[src/verilog/icc_pkg.sv]
/*
  Shared constants, register layout and carrier types of the four-channel
  input capture unit. Assumes one 200 MHz clock and a Wishbone slave
  with 32-bit data.
*/
package icc_pkg;

  localparam int NCH = 4;
  localparam int DW = 16;
  localparam int DEPTH = 4;

  // Word index of the register behind wb_adr_i[5:2]
  localparam logic [3:0] IDX_STAT = 4'h8;
  localparam logic [3:0] IDX_MASK = 4'h9;
  localparam logic IDX_SEL_BUF = 1'h0;
  localparam logic IDX_SEL_CON = 1'h1;
  localparam int IDX_HI = 3;
  localparam int ADR_LSB = 2;
  localparam int ADR_MSB = 5;

  // Control register field positions
  localparam int CON_MODE_LSB = 0;
  localparam int CON_BNE_BIT = 3;
  localparam int CON_OV_BIT = 4;
  localparam int CON_ICI_LSB = 5;
  localparam int CON_TSEL_BIT = 7;

  // Capture mode encodings
  localparam logic [2:0] MODE_OFF = 3'h0;
  localparam logic [2:0] MODE_BOTH = 3'h1;
  localparam logic [2:0] MODE_FALL = 3'h2;
  localparam logic [2:0] MODE_RISE = 3'h3;
  localparam logic [2:0] MODE_RISE4 = 3'h4;
  localparam logic [2:0] MODE_RISE16 = 3'h5;
  localparam logic [2:0] MODE_WAKE = 3'h7;

  // Prescaler terminal counts and buffer-full count
  localparam logic [3:0] PRE_TC4 = 4'h3;
  localparam logic [3:0] PRE_TC16 = 4'hF;
  localparam logic [2:0] CNT_FULL = 3'h4;

  // Reset values
  localparam logic [2:0] MODE_RST = 3'h0;
  localparam logic [1:0] ICI_RST = 2'h0;
  localparam logic TSEL_RST = 1'h0;

  typedef struct packed {
    logic [2:0] mode;
    logic [1:0] ici;
    logic tsel;
    logic ov;
    logic [2:0] cnt;
    logic [1:0] rptr;
    logic [1:0] wptr;
    logic [3:0] pre;
    logic [1:0] evc;
  } icc_chan_s;

  typedef struct packed {
    logic en;
    logic [1:0] addr;
    logic [DW-1:0] data;
  } icc_wr_s;

endpackage

[src/verilog/icc_buf_mem.sv]
/*
  Four-word capture store of one channel, one write port and a registered
  read port. Assumes the caller keeps the read pointer stable for a cycle
  before the data is used.
*/
module icc_buf_mem (
  // Clock and reset
  input wire logic clk_i,
  input wire logic rst_i,
  // Write side
  input wire icc_pkg::icc_wr_s wr_i,
  // Read side
  input wire logic [1:0] rd_addr_i,
  output logic [icc_pkg::DW-1:0] rd_data_o
);

  typedef struct packed {
    logic [icc_pkg::DEPTH-1:0][icc_pkg::DW-1:0] mem;
    logic [icc_pkg::DW-1:0] rdata;
  } icc_mem_state_s;

  icc_mem_state_s q;
  icc_mem_state_s d;

  always_comb begin
    d = q;
    if (wr_i.en) begin
      d.mem[wr_i.addr] = wr_i.data;
    end
    // A store into an empty buffer is readable in the very next cycle
    if (wr_i.en && wr_i.addr == rd_addr_i) begin
      d.rdata = wr_i.data;
    end else begin
      d.rdata = q.mem[rd_addr_i];
    end
  end

  always_ff @(posedge clk_i) begin
    if (rst_i) begin
      q <= '0;
    end else begin
      q <= d;
    end
  end

  assign rd_data_o = q.rdata;

endmodule

[src/verilog/icc_sync.sv]
/*
  Two-stage synchroniser and edge detector for the capture pins.
  Assumes the pins are asynchronous to clk_i.
*/
module icc_sync (
  // Clock and reset
  input wire logic clk_i,
  input wire logic rst_i,
  // Pins
  input wire logic [icc_pkg::NCH-1:0] pin_i,
  // Edges, one cycle each
  output logic [icc_pkg::NCH-1:0] rise_o,
  output logic [icc_pkg::NCH-1:0] fall_o
);

  typedef struct packed {
    logic [icc_pkg::NCH-1:0] s1;
    logic [icc_pkg::NCH-1:0] s2;
    logic [icc_pkg::NCH-1:0] s3;
  } icc_sync_state_s;

  icc_sync_state_s q;
  icc_sync_state_s d;

  // Edges look only at the second and third stage
  always_comb begin
    d = q;
    d.s1 = pin_i;
    d.s2 = q.s1;
    d.s3 = q.s2;
  end

  always_ff @(posedge clk_i) begin
    if (rst_i) begin
      q <= '0;
    end else begin
      q <= d;
    end
  end

  assign rise_o = q.s2 & ~q.s3;
  assign fall_o = ~q.s2 & q.s3;

endmodule

[src/verilog/icc_top.sv]
/*
  Four-channel input capture unit with a classic Wishbone slave, sticky
  interrupt status, mask and a wake output. Assumes both timer counts
  come from logic on clk_i and the capture pins are asynchronous.
*/
// What this block does
// RQ1: Four independent channels, each fully self-contained.
// RQ2: Falling, rising, 4th, 16th rising, both edges.
// RQ3: Mode field sits in control bits 2:0.
// RQ4: Mode field also picks edge prescaler setting.
// RQ5: Switching channel off clears its prescaler.
// RQ6: Any reset clears every prescaler counter.
// RQ7: Four-entry, 16-bit capture FIFO per channel.
// RQ8: Not-empty flag set until all entries read.
// RQ9: Each read returns oldest, rest advance.
// RQ10: Capture with four held sets overflow flag.
// RQ11: Overflowing capture value is discarded.
// RQ12: After overflow ignore captures until drained.
// RQ13: Software never reads an empty buffer.
// RQ14: Bit 7 picks timer; second timer default.
// RQ15: Both-edge mode flags every edge, no overflow.
// RQ16: Bits 6:5 set captures per interrupt.
// RQ17: Mode 111 is rising-edge interrupt and wake.
// RQ18: Synchronised edge stores selected timer count.
// RQ19: Mode zero captures nothing, prescaler held clear.
module icc_top (
  // Clock and reset
  input wire logic clk_i,
  input wire logic rst_i,
  // Wishbone slave
  input wire logic wb_cyc_i,
  input wire logic wb_stb_i,
  input wire logic wb_we_i,
  input wire logic [icc_pkg::ADR_MSB:icc_pkg::ADR_LSB] wb_adr_i,
  input wire logic [3:0] wb_sel_i,
  input wire logic [31:0] wb_dat_i,
  output logic [31:0] wb_dat_o,
  output logic wb_ack_o,
  // Time bases
  input wire logic [icc_pkg::DW-1:0] timer_a_i,
  input wire logic [icc_pkg::DW-1:0] timer_b_i,
  // Capture pins
  input wire logic [icc_pkg::NCH-1:0] cap_pin_i,
  // Interrupt and wake
  output logic irq_o,
  output logic wake_o
);

  typedef struct packed {
    icc_pkg::icc_chan_s [icc_pkg::NCH-1:0] ch;
    logic [icc_pkg::NCH-1:0] stat;
    logic [icc_pkg::NCH-1:0] mask;
    logic ack;
    logic [31:0] dat;
    logic irq;
    logic wake;
  } icc_state_s;

  icc_state_s q;
  icc_state_s d;

  logic [icc_pkg::NCH-1:0] rise;
  logic [icc_pkg::NCH-1:0] fall;
  icc_pkg::icc_wr_s [icc_pkg::NCH-1:0] wr;
  logic [icc_pkg::NCH-1:0][icc_pkg::DW-1:0] rd_data;

  // True when the word index addresses register kind sel of channel ch
  function automatic logic chan_hit(input logic [3:0] idx, input int ch,
                                    input logic sel);
    chan_hit = !idx[icc_pkg::IDX_HI] && (idx[2:1] == 2'(ch))
               && (idx[0] == sel);
  endfunction

  // Whether this edge qualifies for the mode and prescaler count
  function automatic logic qualify(input logic [2:0] mode,
                                   input logic [3:0] pre,
                                   input logic rise_in, input logic fall_in);
    unique case (mode)
      icc_pkg::MODE_BOTH: qualify = rise_in | fall_in;
      icc_pkg::MODE_FALL: qualify = fall_in;
      icc_pkg::MODE_RISE: qualify = rise_in;
      icc_pkg::MODE_RISE4: qualify = rise_in && pre == icc_pkg::PRE_TC4;
      icc_pkg::MODE_RISE16: qualify = rise_in && pre == icc_pkg::PRE_TC16;
      icc_pkg::MODE_WAKE: qualify = rise_in;
      default: qualify = 1'b0;
    endcase
  endfunction

  // Next prescaler count; held clear outside the divided modes
  function automatic logic [3:0] pre_next(input logic [2:0] mode,
                                          input logic [3:0] pre,
                                          input logic rise_in);
    logic [3:0] tc;
    tc = (mode == icc_pkg::MODE_RISE4) ? icc_pkg::PRE_TC4
                                       : icc_pkg::PRE_TC16;
    if (mode != icc_pkg::MODE_RISE4 && mode != icc_pkg::MODE_RISE16) begin
      pre_next = '0;
    end else if (!rise_in) begin
      pre_next = pre;
    end else if (pre == tc) begin
      pre_next = '0;
    end else begin
      pre_next = pre + 4'h1;
    end
  endfunction

  // Control word as software reads it
  function automatic logic [31:0] con_word(input icc_pkg::icc_chan_s c);
    logic [31:0] w;
    w = '0;
    w[icc_pkg::CON_MODE_LSB +: 3] = c.mode;
    w[icc_pkg::CON_BNE_BIT] = (c.cnt != 3'h0);
    w[icc_pkg::CON_OV_BIT] = c.ov;
    w[icc_pkg::CON_ICI_LSB +: 2] = c.ici;
    w[icc_pkg::CON_TSEL_BIT] = c.tsel;
    con_word = w;
  endfunction

  icc_sync u_sync (
    .clk_i(clk_i),
    .rst_i(rst_i),
    .pin_i(cap_pin_i),
    .rise_o(rise),
    .fall_o(fall)
  );

  for (genvar g = 0; g < icc_pkg::NCH; g++) begin : g_mem
    icc_buf_mem u_mem (
      .clk_i(clk_i),
      .rst_i(rst_i),
      .wr_i(wr[g]),
      .rd_addr_i(q.ch[g].rptr),
      .rd_data_o(rd_data[g])
    );
  end

  always_comb begin
    logic req;
    logic wr_req;
    logic rd_req;
    logic [3:0] idx;
    logic [icc_pkg::NCH-1:0] flag_set;
    logic [icc_pkg::NCH-1:0] wake_mode;
    logic qual;
    logic capture;
    logic full;
    logic store;
    logic pop;
    logic flag_ev;
    icc_pkg::icc_chan_s c;
    req = wb_cyc_i & wb_stb_i & ~q.ack;
    wr_req = req & wb_we_i & wb_sel_i[0];
    rd_req = req & ~wb_we_i;
    idx = wb_adr_i;
    flag_set = '0;
    wake_mode = '0;
    qual = 1'b0;
    capture = 1'b0;
    full = 1'b0;
    store = 1'b0;
    pop = 1'b0;
    flag_ev = 1'b0;
    c = '0;
    d = q;
    wr = '0;
    d.ack = req;
    d.dat = '0;
    // Per-channel logic, each channel with its own state [RQ1]
    for (int ch = 0; ch < icc_pkg::NCH; ch++) begin
      c = q.ch[ch];
      qual = qualify(c.mode, c.pre, rise[ch], fall[ch]); // [RQ2] [RQ4]
      d.ch[ch].pre = pre_next(c.mode, c.pre, rise[ch]); // [RQ5] [RQ19]
      // Wake mode raises a flag only, nothing is stored [RQ17]
      capture = qual && c.mode != icc_pkg::MODE_WAKE;
      full = (c.cnt == icc_pkg::CNT_FULL);
      store = capture && !full && !c.ov; // [RQ11] [RQ12]
      // Both-edge mode drops silently when full [RQ15]
      if (capture && full && c.mode != icc_pkg::MODE_BOTH) begin
        d.ch[ch].ov = 1'b1; // [RQ10]
      end
      // Empty reads do not move the pointer; data is stale [RQ13]
      pop = rd_req && chan_hit(idx, ch, icc_pkg::IDX_SEL_BUF)
            && c.cnt != 3'h0;
      // Selected timer count goes in at the write pointer [RQ18] [RQ14]
      wr[ch].en = store;
      wr[ch].addr = c.wptr;
      wr[ch].data = c.tsel ? timer_a_i : timer_b_i; // [RQ7]
      if (store) begin
        d.ch[ch].wptr = c.wptr + 2'h1;
      end
      if (pop) begin
        d.ch[ch].rptr = c.rptr + 2'h1; // [RQ9]
        // Last entry gone re-arms capture after overflow [RQ12]
        if (c.cnt == 3'h1) begin
          d.ch[ch].ov = 1'b0;
        end
      end
      d.ch[ch].cnt = c.cnt + {2'h0, store} - {2'h0, pop}; // [RQ8]
      // Interrupt after ici+1 stored captures; in both-edge and wake mode on every qualifying edge [RQ16]
      if (c.mode == icc_pkg::MODE_BOTH || c.mode == icc_pkg::MODE_WAKE) begin
        flag_ev = qual; // [RQ15] [RQ17]
        d.ch[ch].evc = '0;
      end else if (store && c.evc == c.ici) begin
        flag_ev = 1'b1;
        d.ch[ch].evc = '0;
      end else if (store) begin
        flag_ev = 1'b0;
        d.ch[ch].evc = c.evc + 2'h1;
      end else begin
        flag_ev = 1'b0;
      end
      flag_set[ch] = flag_ev;
      wake_mode[ch] = (c.mode == icc_pkg::MODE_WAKE);
      // Control write takes mode, interrupt count and timer select [RQ3]
      if (wr_req && chan_hit(idx, ch, icc_pkg::IDX_SEL_CON)) begin
        d.ch[ch].mode = wb_dat_i[icc_pkg::CON_MODE_LSB +: 3];
        d.ch[ch].ici = wb_dat_i[icc_pkg::CON_ICI_LSB +: 2];
        d.ch[ch].tsel = wb_dat_i[icc_pkg::CON_TSEL_BIT];
      end
      // Turning off drops the prescaler and count of events [RQ5]
      if (d.ch[ch].mode == icc_pkg::MODE_OFF) begin
        d.ch[ch].pre = '0;
        d.ch[ch].evc = '0;
      end
      if (rd_req && chan_hit(idx, ch, icc_pkg::IDX_SEL_BUF)) begin
        d.dat = {16'h0000, rd_data[ch]};
      end
      if (rd_req && chan_hit(idx, ch, icc_pkg::IDX_SEL_CON)) begin
        d.dat = con_word(c);
      end
    end
    // Sticky status: a new event wins over a write-one clear
    if (wr_req && idx == icc_pkg::IDX_STAT) begin
      d.stat = q.stat & ~wb_dat_i[icc_pkg::NCH-1:0];
    end
    d.stat = d.stat | flag_set;
    if (wr_req && idx == icc_pkg::IDX_MASK) begin
      d.mask = wb_dat_i[icc_pkg::NCH-1:0];
    end
    if (rd_req && idx == icc_pkg::IDX_STAT) begin
      d.dat = {28'h0000000, q.stat};
    end
    if (rd_req && idx == icc_pkg::IDX_MASK) begin
      d.dat = {28'h0000000, q.mask};
    end
    d.irq = |(d.stat & d.mask);
    d.wake = |(d.stat & d.mask & wake_mode); // [RQ17]
  end

  // Synchronous reset clears every prescaler with the rest [RQ6]
  always_ff @(posedge clk_i) begin
    if (rst_i) begin
      q <= '0;
      for (int ch = 0; ch < icc_pkg::NCH; ch++) begin
        q.ch[ch].mode <= icc_pkg::MODE_RST;
        q.ch[ch].ici <= icc_pkg::ICI_RST;
        q.ch[ch].tsel <= icc_pkg::TSEL_RST;
      end
    end else begin
      q <= d;
    end
  end

  assign wb_dat_o = q.dat;
  assign wb_ack_o = q.ack;
  assign irq_o = q.irq;
  assign wake_o = q.wake;

endmodule

[config.mk]
export PLATFORM = sky130hd
export DESIGN_NAME = icc_top
export DESIGN_NICKNAME = d
export VERILOG_FILES = /design/src/verilog/icc_pkg.sv /design/src/verilog/icc_buf_mem.sv /design/src/verilog/icc_sync.sv /design/src/verilog/icc_top.sv
export SDC_FILE = /design/constraint.sdc
export NUM_CORES = 1
export LEC_CHECK = 0
export BUFFER_PORTS_ARGS = -buffer_cell sky130_fd_sc_hd__buf_4
export CAP_MARGIN = 25
export CORE_ASPECT_RATIO = 1.2
export CORE_MARGIN = 3
export CORE_UTILIZATION = 55
export DETAILED_ROUTE_END_ITERATION = 10
export MAX_ROUTING_LAYER = met4
export PLACE_DENSITY = 0.83
export SETUP_SLACK_MARGIN = 0.05
export SYNTH_ARGS = -nofsm -noshare
export SYNTH_HDL_FRONTEND = slang
export SYNTH_SLANG_ARGS = --single-unit
[constraint.sdc]
create_clock -name clk_i -period 4.9 [get_ports clk_i]
set_clock_uncertainty 0.05 [all_clocks]
set_input_delay 1.47 -clock clk_i [delete_from_list [all_inputs] [get_ports clk_i]]
set_output_delay 1.47 -clock clk_i [all_outputs]
set_load 0.01 [all_outputs]
== Word-level counts from Yosys, hierarchy flattened ==
Index checks and enable logic that the tools add are counted.
Operators by class
  add/sub/neg operators: 24
  order comparisons: 12
  eq/ne operators: 73
  mux-type cells: 76
  bitwise operators: 21
  reduce and logical (&&, ||, !) cells: 115
Operators by type and width (count)
  2-to-1 mux 16 bit: 23
  bitwise mux 64 bit: 4
  binary-select mux 16 bit (select 2 bit): 4
  demux 16 bit (select 2 bit): 4
  logical AND 1 bit: 76
  equality test 3 bit, second input constant: 16
  2-to-1 mux 4 bit: 12
  inequality test 3 bit, second input constant: 12
  OR reduction 4 bit: 7
  adder 2 x 1 -> 2 bit, second input constant: 12
  equality test 3 x 1 -> 1 bit, second input constant: 8
  equality test 3 x 2 -> 1 bit, second input constant: 8
  equality test 4 bit, second input constant: 6
  less-than comparator 2 x 3 -> 1 bit, second input constant: 8
  2-to-1 mux 6 bit: 4
  bitwise AND 4 bit: 5
  2-to-1 mux 1 bit: 20
  case mux 1 bit (5 select lines): 4
  adder 4 x 1 -> 4 bit, second input constant: 4
  equality test 2 bit: 8
  equality test 4 x 2 -> 1 bit, second input constant: 4
  equality test 4 bit: 4
  OR reduction 3 bit: 5
  adder 3 x 1 -> 3 bit: 4
  other kinds (18): 59
Storage, ports and cells
  bits in registers: 455
  input bits: 81
  output and inout port bits: 35
  logic and storage cells: 389

== Longest topological paths before layout ==
Gate-level depths: netlist (run 1).
  depth after elaboration: 14
  depth in mapped cells: 15
  mapped depth without buffers: 14

== Hierarchy ==
A second synthesis (run 1) with hierarchy kept.
Unflattened totals
  cell total of the unflattened synthesis: 2411
  area, all modules: 21453.1 um2
By module, submodules not included
  icc_buf_mem: times used 4, cells each 399, area an instance 3550.9 um2, seq. area each 1601.5 um2
  icc_top: times used 1, cells each 782, area an instance 6832.8 um2, seq. area each 2142.1 um2
  icc_sync: times used 1, cells each 33, area an instance 416.6 um2, seq. area each 240.2 um2

== Worst setup path after synthesis (run 1) ==
Ideal clock, no wire load.
  path kind: input port to flip-flop
  from: input port wb_adr_i[4] (netlist name)
  to: register q[75] (netlist name)
  library setup time: 0.128 ns
  arrival time: 3.674 ns
  required time: 4.722 ns
  setup slack: 1.048 ns
  stages on the path: 10
  buffers on the path: 1
  cell sequence: or3b_2 -> clkbuf_1 -> nor4_1 -> ha_1 -> inv_1 -> ha_1 -> fa_1 -> xnor2_1 -> xnor2_1 -> nor2_1
On the way
  longest elaborated chain between the ends: 6
RTL lines
  from (decl): RTL line icc_top.sv:34  | input wire logic [icc_pkg::ADR_MSB:icc_pkg::ADR_LSB] wb_adr_i,
  equality test 2 x 1 -> 1 bit: RTL line icc_top.sv:70  | chan_hit = !idx[icc_pkg::IDX_HI] && (idx[2:1] == 2'(ch))
  logical AND 1 bit: RTL line icc_top.sv:70
  logical AND 1 bit: RTL line icc_top.sv:71  | && (idx[0] == sel);
  logical AND 1 bit: RTL line icc_top.sv:182  | pop = rd_req && chan_hit(idx, ch, icc_pkg::IDX_SEL_BUF)
  logical AND 1 bit: RTL line icc_top.sv:183  | && c.cnt != 3'h0;
  subtractor 3 x 1 -> 3 bit: RTL line icc_top.sv:198  | d.ch[ch].cnt = c.cnt + {2'h0, store} - {2'h0, pop};
  to (decl): RTL line icc_top.sv:59  | icc_state_s q;
No other way between the ends.
A chain may end at the register's enable or synchronous reset.

== Worst setup path after layout (run 1) ==
Same ends and word-level chain as after synthesis.

==> flow_summary.json, run 1 <==
{
  "outcome": "completed",
  "layout-drive-gt1-share_pct": 14.6,
  "async_flop_share_pct": 0,
  "synth_flop_cell": "dfxtp_1",
  "yosysMostFrequentCell": "dfxtp_1",
  "ant_nets": 0,
  "cts_setup_buffers": 0,
  "wl_per_cell_um": 19.3,
  "cts_tree": "done",
  "yosys.area.top_type_share_pct": 43.6,
  "end_kind": "flop",
  "worst_slack_ns": 0.984,
  "slew_viol_final": 0,
  "wl_um": 50100,
  "p_leak_nw": 7.17,
  "ys_ff_latch": 439,
  "slowest_stage": "nor4_1",
  "grt_pass1_wl_um": 79700,
  "drv_cap": 0,
  "period_needed_ns": 3.92,
  "multiInputGateArea_sq_um": 10300,
  "yosys_warnings": 0,
  "nets": 2203,
  "die_y_um": 216,
  "hold_path.class": "flop to flop",
  "drc": 0,
  "hpwl_um": 32500,
  "antenna_found_initial": 0,
  "crit_type": "primary input to flop",
  "cts_resized": 0,
  "root_buffer": "clkbuf_16",
  "grt.total_usage_pct": 25.3,
  "firstDrtPassIters": 6,
  "worst-path-buf-inv": 2,
  "die_area_sq_um": 39000,
  "synth_top_area_cell": "dfxtp_1",
  "combPwrFrac_pct": 3.6,
  "grt_max_degree": 208,
  "gp_routability_congestion": 0.930,
  "vdd_drop_max_mv": 0.294,
  "clock-sinks": 439,
  "max-clock-path-buffers": 3,
  "areaGrowthSynthToFinish_pct": 10.5,
  "synth_area_sq_um": 20200,
  "p_seq_share_pct": 49.7,
  "cts_buffers": 45,
  "finalInstanceArea_sq_um": 22300,
  "fin_setup_tns_ns": 0,
  "p_int_mw": 5.58,
  "clock_latency_ns": 0.56,
  "rsz0062_at_grt": "no",
  "dieWidth_um": 181,
  "crit_family": "simple AND/OR/NAND/NOR gates",
  "dp_slack_ns": 0.547,
  "nFillCells": 2830,
  "slew-limit-headroom_pct": 28.5,
  "worstPathMaxFanout": 24,
  "powerDensity_nw_per_um2": 323,
  "placed_area_sq_um": 20700,
  "synthTopCellsByCount": "dfxtp_1, nor2_1, a211oi_1",
  "start_util_pct": 56.0,
  "cts_hold_buf": 0,
  "boundaryPins": 116,
  "tightest_slew_ns": 1.07,
  "num_rows": 76,
  "coreArea_sq_um": 36000,
  "fmax_mhz": 255,
  "cp_data_arrival_time_ns": 4.28,
  "p_clk_share_pct": 46.7,
  "vias_per_cell": 6.11,
  "postSynthAreaPerCell_sq_um": 9.55,
  "htree_levels": 2,
  "hold_viol": 0,
  "netSwitchingPower_mw": 1.62,
  "layout.area.seq_sq_um": 8790,
  "grt_remaining_overflow": 0,
  "fin_crit_sh_pct": 79.9,
  "start_kind": "primary input",
  "cts.clk_slew.worst_paths_ns": 0.06,
  "postSynthCellCount": 2112,
  "power.total_mw": 7.20,
  "port_buffers": 71,
  "ys_types": 68,
  "synth-edff-count": 0,
  "required_ns": 5.26,
  "drtIter0Drc": 1646,
  "synth.area.top_cells": "dfxtp_1, a211oi_1, mux4_2",
  "swShare_pct": 22.5,
  "setup_viol_count_final": 0,
  "vias": 15811,
  "grt_pass1_vias": 15137,
  "max_stage_delay_ns": 0.73,
  "yosysSeqAreaShare_pct": 43.6,
  "crit_chain": "buf_4 -> or3b_2 -> nor4_1 -> ha_1 -> inv_1 -> ha_1 -> fa_1 -> xnor2_1 -> xnor2_1 -> nor2_1"
}
## per-stage QoR
stage                     hold slack (ns)  utilization (%)  std cells
after global placement              0.387             57.4       2499
after global routing                0.419             61.8       2586
after floorplan                     0.364                -       2127
after detailed placement            0.387             57.4       2499
final                               0.398             61.8       2588
after CTS                           0.403             61.5       2582
## power groups by stage
stage | clock (mW) | sequential, mW | combinational (mW)
final | 3.36 | 3.58 | 0.261
after global routing | 3.54 | 3.58 | 0.277
after CTS | 3.40 | 3.58 | 0.252
after detailed placement | 0 | 3.66 | 0.250
after global placement | 0 | 3.66 | 0.245
after floorplan | 0 | 3.66 | 0.158
## worst reg2reg max path: cells and delay by family, from the launching register on
family                     cells  cell delay, ns
and+or+nand+nor                3            0.94
adders and majority gates      3            0.88
AOI/OAI and AO/OA              1            0.69
DFF                            1            0.39
xor gates and xnor gates       2            0.35
buffers and inverters          2            0.16
## layout by cell type (no fill, tap or decap), drive strengths merged, types with 5 or more instances in the layout
master,count
dfxtp,439
a211o,6
nor4b,5
or3,6
and2,6
nor3,26
a31oi,8
o31ai,12
conb,16
a21oi,109
xor2,14
clkinv,12
mux2,8
buf,108
ha,36
o211ai,6
xnor2,36
a211oi,277
o21ai,18
clkbuf,70
a22oi,25
nor4,8
mux4,66
nand3,11
nor2,348
or2,65
nand4,12
mux2i,101
and3,8
nor2b,23
nand2,105
or3b,11
inv,57
## registers in the layout (all words and copies together) (netlist names)
register,cells
wake_o,1
q,88
u_sync.q,4
wb_ack_o,1
irq_o,1
g_mem.u_mem.rd_data_o,64
u_sync.d,8
g_mem.u_mem.q,256
wb_dat_o,16
## logic make-up (layout without fill, tap and decap cells)
family                   Yosys count  in the layout  share of synthesized area [%]
multiplexers                     175            175                           12.8
buffers and inverters            257            248                           5.89
flip-flops                       439            439                           43.6
AO/OA/AOI/OAI                    493            493                           17.8
other                              1             18                         0.0186
AND/OR/NAND/NOR                  657            657                           15.0
XOR/XNOR                          50             50                           2.17
adder cells (fa/ha/maj)           40             40                           2.63
## cell type report
cell class	instances	area share [%]
Antenna cell	2	0.0225
Clock buffer	70	6.16
Clock inverter	13	0.438
Inverter	57	0.960
Multi-Input combinational cell	1431	46.3
Sequential cell	439	39.4
Tap cell	468	2.63
Timing Repair Buffer	108	4.09
## layer usage
metal / vias to the layer above / GRT usage (%) / part of all wire [%]
li1: 7441 / - / -
met1: 7591 / 33.3 / 42
met2: 645 / 40.6 / 48
met3: 134 / 3.05 / 6.9
met4: 0 / 9.01 / 3.4
met5: - / - / 0
## path summary, 6_finish.rpt
check	from	to	slack [ns]	cells after the start
worst min-delay path	u_sync.d[7]$_SDFF_PP0_	u_sync.d[3]$_SDFF_PP0_	0.40	1
worst min register to register	u_sync.d[7]$_SDFF_PP0_	u_sync.d[3]$_SDFF_PP0_	0.40	1
worst max-delay path	wb_adr_i[4]	q[75]$_SDFF_PP0_	0.98	10
worst max register to register	q[82]$_SDFF_PP0_	q[75]$_SDFF_PP0_	1.30	11
(Power assumes the default switching activity.)
==> inputs of run 2 (changes only) <==
ABC_AREA = 1   (was not set)
PLACE_DENSITY = 0.86   (was 0.83)
clock period = 3.3 ns   (was 4.9 ns; I/O delays follow)
==> run 2 against run 1 <==
  * Hold slack got worse by 0.041 ns
  * Global-route usage increased by 4.0 points
  * Combinational power increased by 57%
  * Die area decreased by 0.96%
  * Register-to-register slack got worse by 0.78 ns
  * Area after synthesis decreased by 0.99%
  * Design area decreased by 0.85%
  * Non-clock buffer count increased by 20
  * Largest cell class unchanged
==> flow_summary.json, run 2 <==
{
  "outcome": "completed",
  "muxShareOfSynthArea_pct": 0,
  "final_common_cell": "dfxtp_1",
  "synth.area.top_cells": "dfxtp_1, o21ai_0, a21oi_1",
  "p_int_mw": 8.46,
  "drc": 0,
  "largest_reg_flops": 256,
  "dieWidth_um": 180,
  "yosysSeqAreaShare_pct": 44.0,
  "start_util_pct": 56.4,
  "fin_setup_tns_ns": 0,
  "endpoint": "g_mem[3].u_mem.rd_data_o[8]$_SDFF_PP0_",
  "p_seq_share_pct": 48.9,
  "crit_top_cell": "nand2_1",
  "coreArea_sq_um": 35400,
  "async_flop_share_pct": 0,
  "crit_chain": "ha_1 -> nand2_1 -> inv_1 -> nand2_1 -> nand2_1 -> nand2_1 -> nand2_1 -> and2_1 -> buf_4 -> nand2_2 -> o21ai_0 -> a31oi_1",
  "fmax_mhz": 360,
  "startpoint": "q[105]$_SDFFE_PP0P_",
  "grt_pass1_vias": 18013,
  "cts_setup_buffers": 0,
  "powerDensity_nw_per_um2": 492,
  "grt_pass1_wl_um": 91900,
  "synth_flop_cell": "dfxtp_1",
  "cts_buffers": 45,
  "reg2reg_depth": 12,
  "ant_nets": 0,
  "die_y_um": 215,
  "drtIter0Drc": 2541,
  "slew-limit-headroom_pct": 27.6,
  "htree_levels": 2,
  "clock-sinks": 439,
  "synthSimpleGateAreaFrac_pct": 16.1,
  "gp_routability_congestion": 0.956,
  "r2r_slack_ns": 0.52,
  "vias_per_cell": 6.05,
  "synth_top_family_by_area": "compound AO/OA/AOI/OAI gates",
  "cp_data_arrival_time_ns": 3.10,
  "cts_tree": "done",
  "clock_latency_ns": 0.56,
  "p_leak_nw": 8.00,
  "grt_remaining_overflow": 0,
  "max-clock-path-buffers": 3,
  "r2r_start": "q[105]$_SDFFE_PP0P_",
  "hpwl_um": 38300,
  "grt.total_usage_pct": 29.4,
  "p_clk_share_pct": 47.3,
  "most-common-layout-cells": "dfxtp_1, o21ai_0, a21oi_1",
  "required_ns": 3.62,
  "setup_viol_count_final": 0,
  "boundaryPins": 116,
  "ys_types": 41,
  "synth-compound-area-share_pct": 25.3,
  "synth_area_sq_um": 20000,
  "firstDrtPassIters": 6,
  "postSynthAreaPerCell_sq_um": 7.28,
  "power.total_mw": 10.9,
  "die_area_sq_um": 38600,
  "root_buffer": "clkbuf_16",
  "slowest_stage": "nand2_2",
  "vias": 19461,
  "min_from": "u_sync.d[4]$_SDFF_PP0_",
  "synthTopCellsByCount": "dfxtp_1, o21ai_0, a21oi_1",
  "num_rows": 75,
  "synth_fa_ha_area_share_pct": 2.66,
  "max_stage_delay_ns": 0.50,
  "wl_per_cell_um": 18.1,
  "yosysMostFrequentCell": "dfxtp_1",
  "swShare_pct": 22.2,
  "start_kind": "flop",
  "yosys_warnings": 0,
  "netSwitchingPower_mw": 2.41,
  "period_needed_ns": 2.78,
  "postSynthCellCount": 2743,
  "antenna_found_initial": 1,
  "wl_um": 58300,
  "largest-register": "g_mem.u_mem.q",
  "grt_max_degree": 71,
  "vdd_drop_max_mv": 0.455,
  "crit_type": "flop to flop",
  "cts.clk_slew.worst_paths_ns": 0.06,
  "nets": 2841,
  "drv_cap": 0,
  "synth-edff-count": 0,
  "fin_crit_sh_pct": 84.2,
  "tightest_slew_ns": 1.08,
  "synthXorXnorAreaFrac_pct": 1.23,
  "layout-drive-gt1-share_pct": 7.99,
  "r2r_end": "g_mem[3].u_mem.rd_data_o[8]$_SDFF_PP0_",
  "hold_path.class": "flop to flop",
  "hold_viol": 0,
  "ys_ff_latch": 439,
  "rsz0062_at_grt": "no",
  "end_kind": "flop",
  "combPwrFrac_pct": 3.8,
  "slew_viol_final": 0,
  "synth_top_area_cell": "dfxtp_1",
  "worstPathMaxFanout": 42,
  "yosys.area.top_type_share_pct": 44.0,
  "areaGrowthSynthToFinish_pct": 10.6,
  "port_buffers": 71
}
run 2: changes by cell type after synthesis, sizes merged, moves of 26 or more:
cell	previous run	this run
o21ai	18	439
inv	56	288
a31oi	8	69
nand2	105	409
a211oi	277	6
mux4	66	0
a21oi	109	430
nand3	11	168
nor2	348	127
mux2i	101	0
or2	65	2
xnor2	36	10
run 2: kinds of logic (layout without fill, tap and decap cells):
family	after synthesis	after routing
AO/OA/AOI/OAI	970	970
XOR/XNOR	28	28
adder cells (fa/ha/maj)	40	40
buffers and inverters	505	500
flip-flops	439	439
other	1	18
AND/OR/NAND/NOR	760	760
run 2: power groups by stage:
stage                     sequential (mW)  combinational, mW  clock (mW)
after floorplan                      5.43              0.227           0
after global placement               5.43              0.376           0
after detailed placement             5.43              0.388           0
after CTS                            5.31              0.392        5.17
after global routing                 5.31              0.436        5.39
final                                5.31              0.409        5.14
run 2: stage by stage:
| step | hold slack (ns) | setup slack [ns] | area [sq um] | instances | util (%) |
|---|---|---|---|---|---|
| after floorplan | 0.338 | 0.321 | 20000 | 2758 | - |
| after global placement | 0.351 | 0.134 | 20600 | 3134 | 58.1 |
| after detailed placement | 0.347 | 0.0767 | 20600 | 3134 | 58.1 |
| after CTS | 0.363 | 0.365 | 22000 | 3214 | 62.3 |
| after global routing | 0.380 | 0.223 | 22100 | 3216 | 62.4 |
| final | 0.357 | 0.521 | 22100 | 3217 | 62.4 |
run 2: how the worst min path moves through the flow:
| stage | end | slack (ns) | cells after the start |
|---|---|---|---|
| floorplan | u_sync.d[0]$_SDFF_PP0_ | 0.34 | 2 |
| global placement | u_sync.d[2]$_SDFF_PP0_ | 0.35 | 2 |
| detailed placement | u_sync.d[0]$_SDFF_PP0_ | 0.35 | 2 |
| CTS | u_sync.d[0]$_SDFF_PP0_ | 0.36 | 2 |
| global route | u_sync.d[1]$_SDFF_PP0_ | 0.38 | 2 |
| finish | u_sync.d[0]$_SDFF_PP0_ | 0.36 | 2 |
run 2: routing by layer:
metal  up-vias  GRT usage (%)  routed length, um
li1       9090              -                  -
met1      8930           36.5              22200
met2      1208           46.9              26700
met3       233           6.09               6680
met4         0           12.1               2750
met5         -              -                  0
run 2: worst max-delay path: cells and delay by family (launching register included):
kind,cells,cell delay (ns)
flip-flops,1,0.37
buffers and inverters,2,0.50
AND/OR/NAND/NOR,7,1.02
adder cells (fa/ha/maj),1,0.22
AO/OA/AOI/OAI,2,0.43
run 2: area by class of cell:
| class | instances | area [sq um] |
|---|---|---|
| tap | 462 | 578 |
| inverter | 292 | 1100 |
| timing repair buffer | 128 | 1010 |
| clock inverter | 14 | 158 |
| sequential | 439 | 8790 |
| multi-input combinational | 1814 | 9110 |
| fill | 2911 | 13300 |
| clock buffer | 66 | 1340 |
| antenna | 2 | 5.00 |
run 2: repair_timing:
item | in CTS | in global routing
hold buffers | 0 | 0
setup endpoints to repair | 0 | 12
resized for setup | 0 | 1
endpoints found under the hold margin | 0 | 0
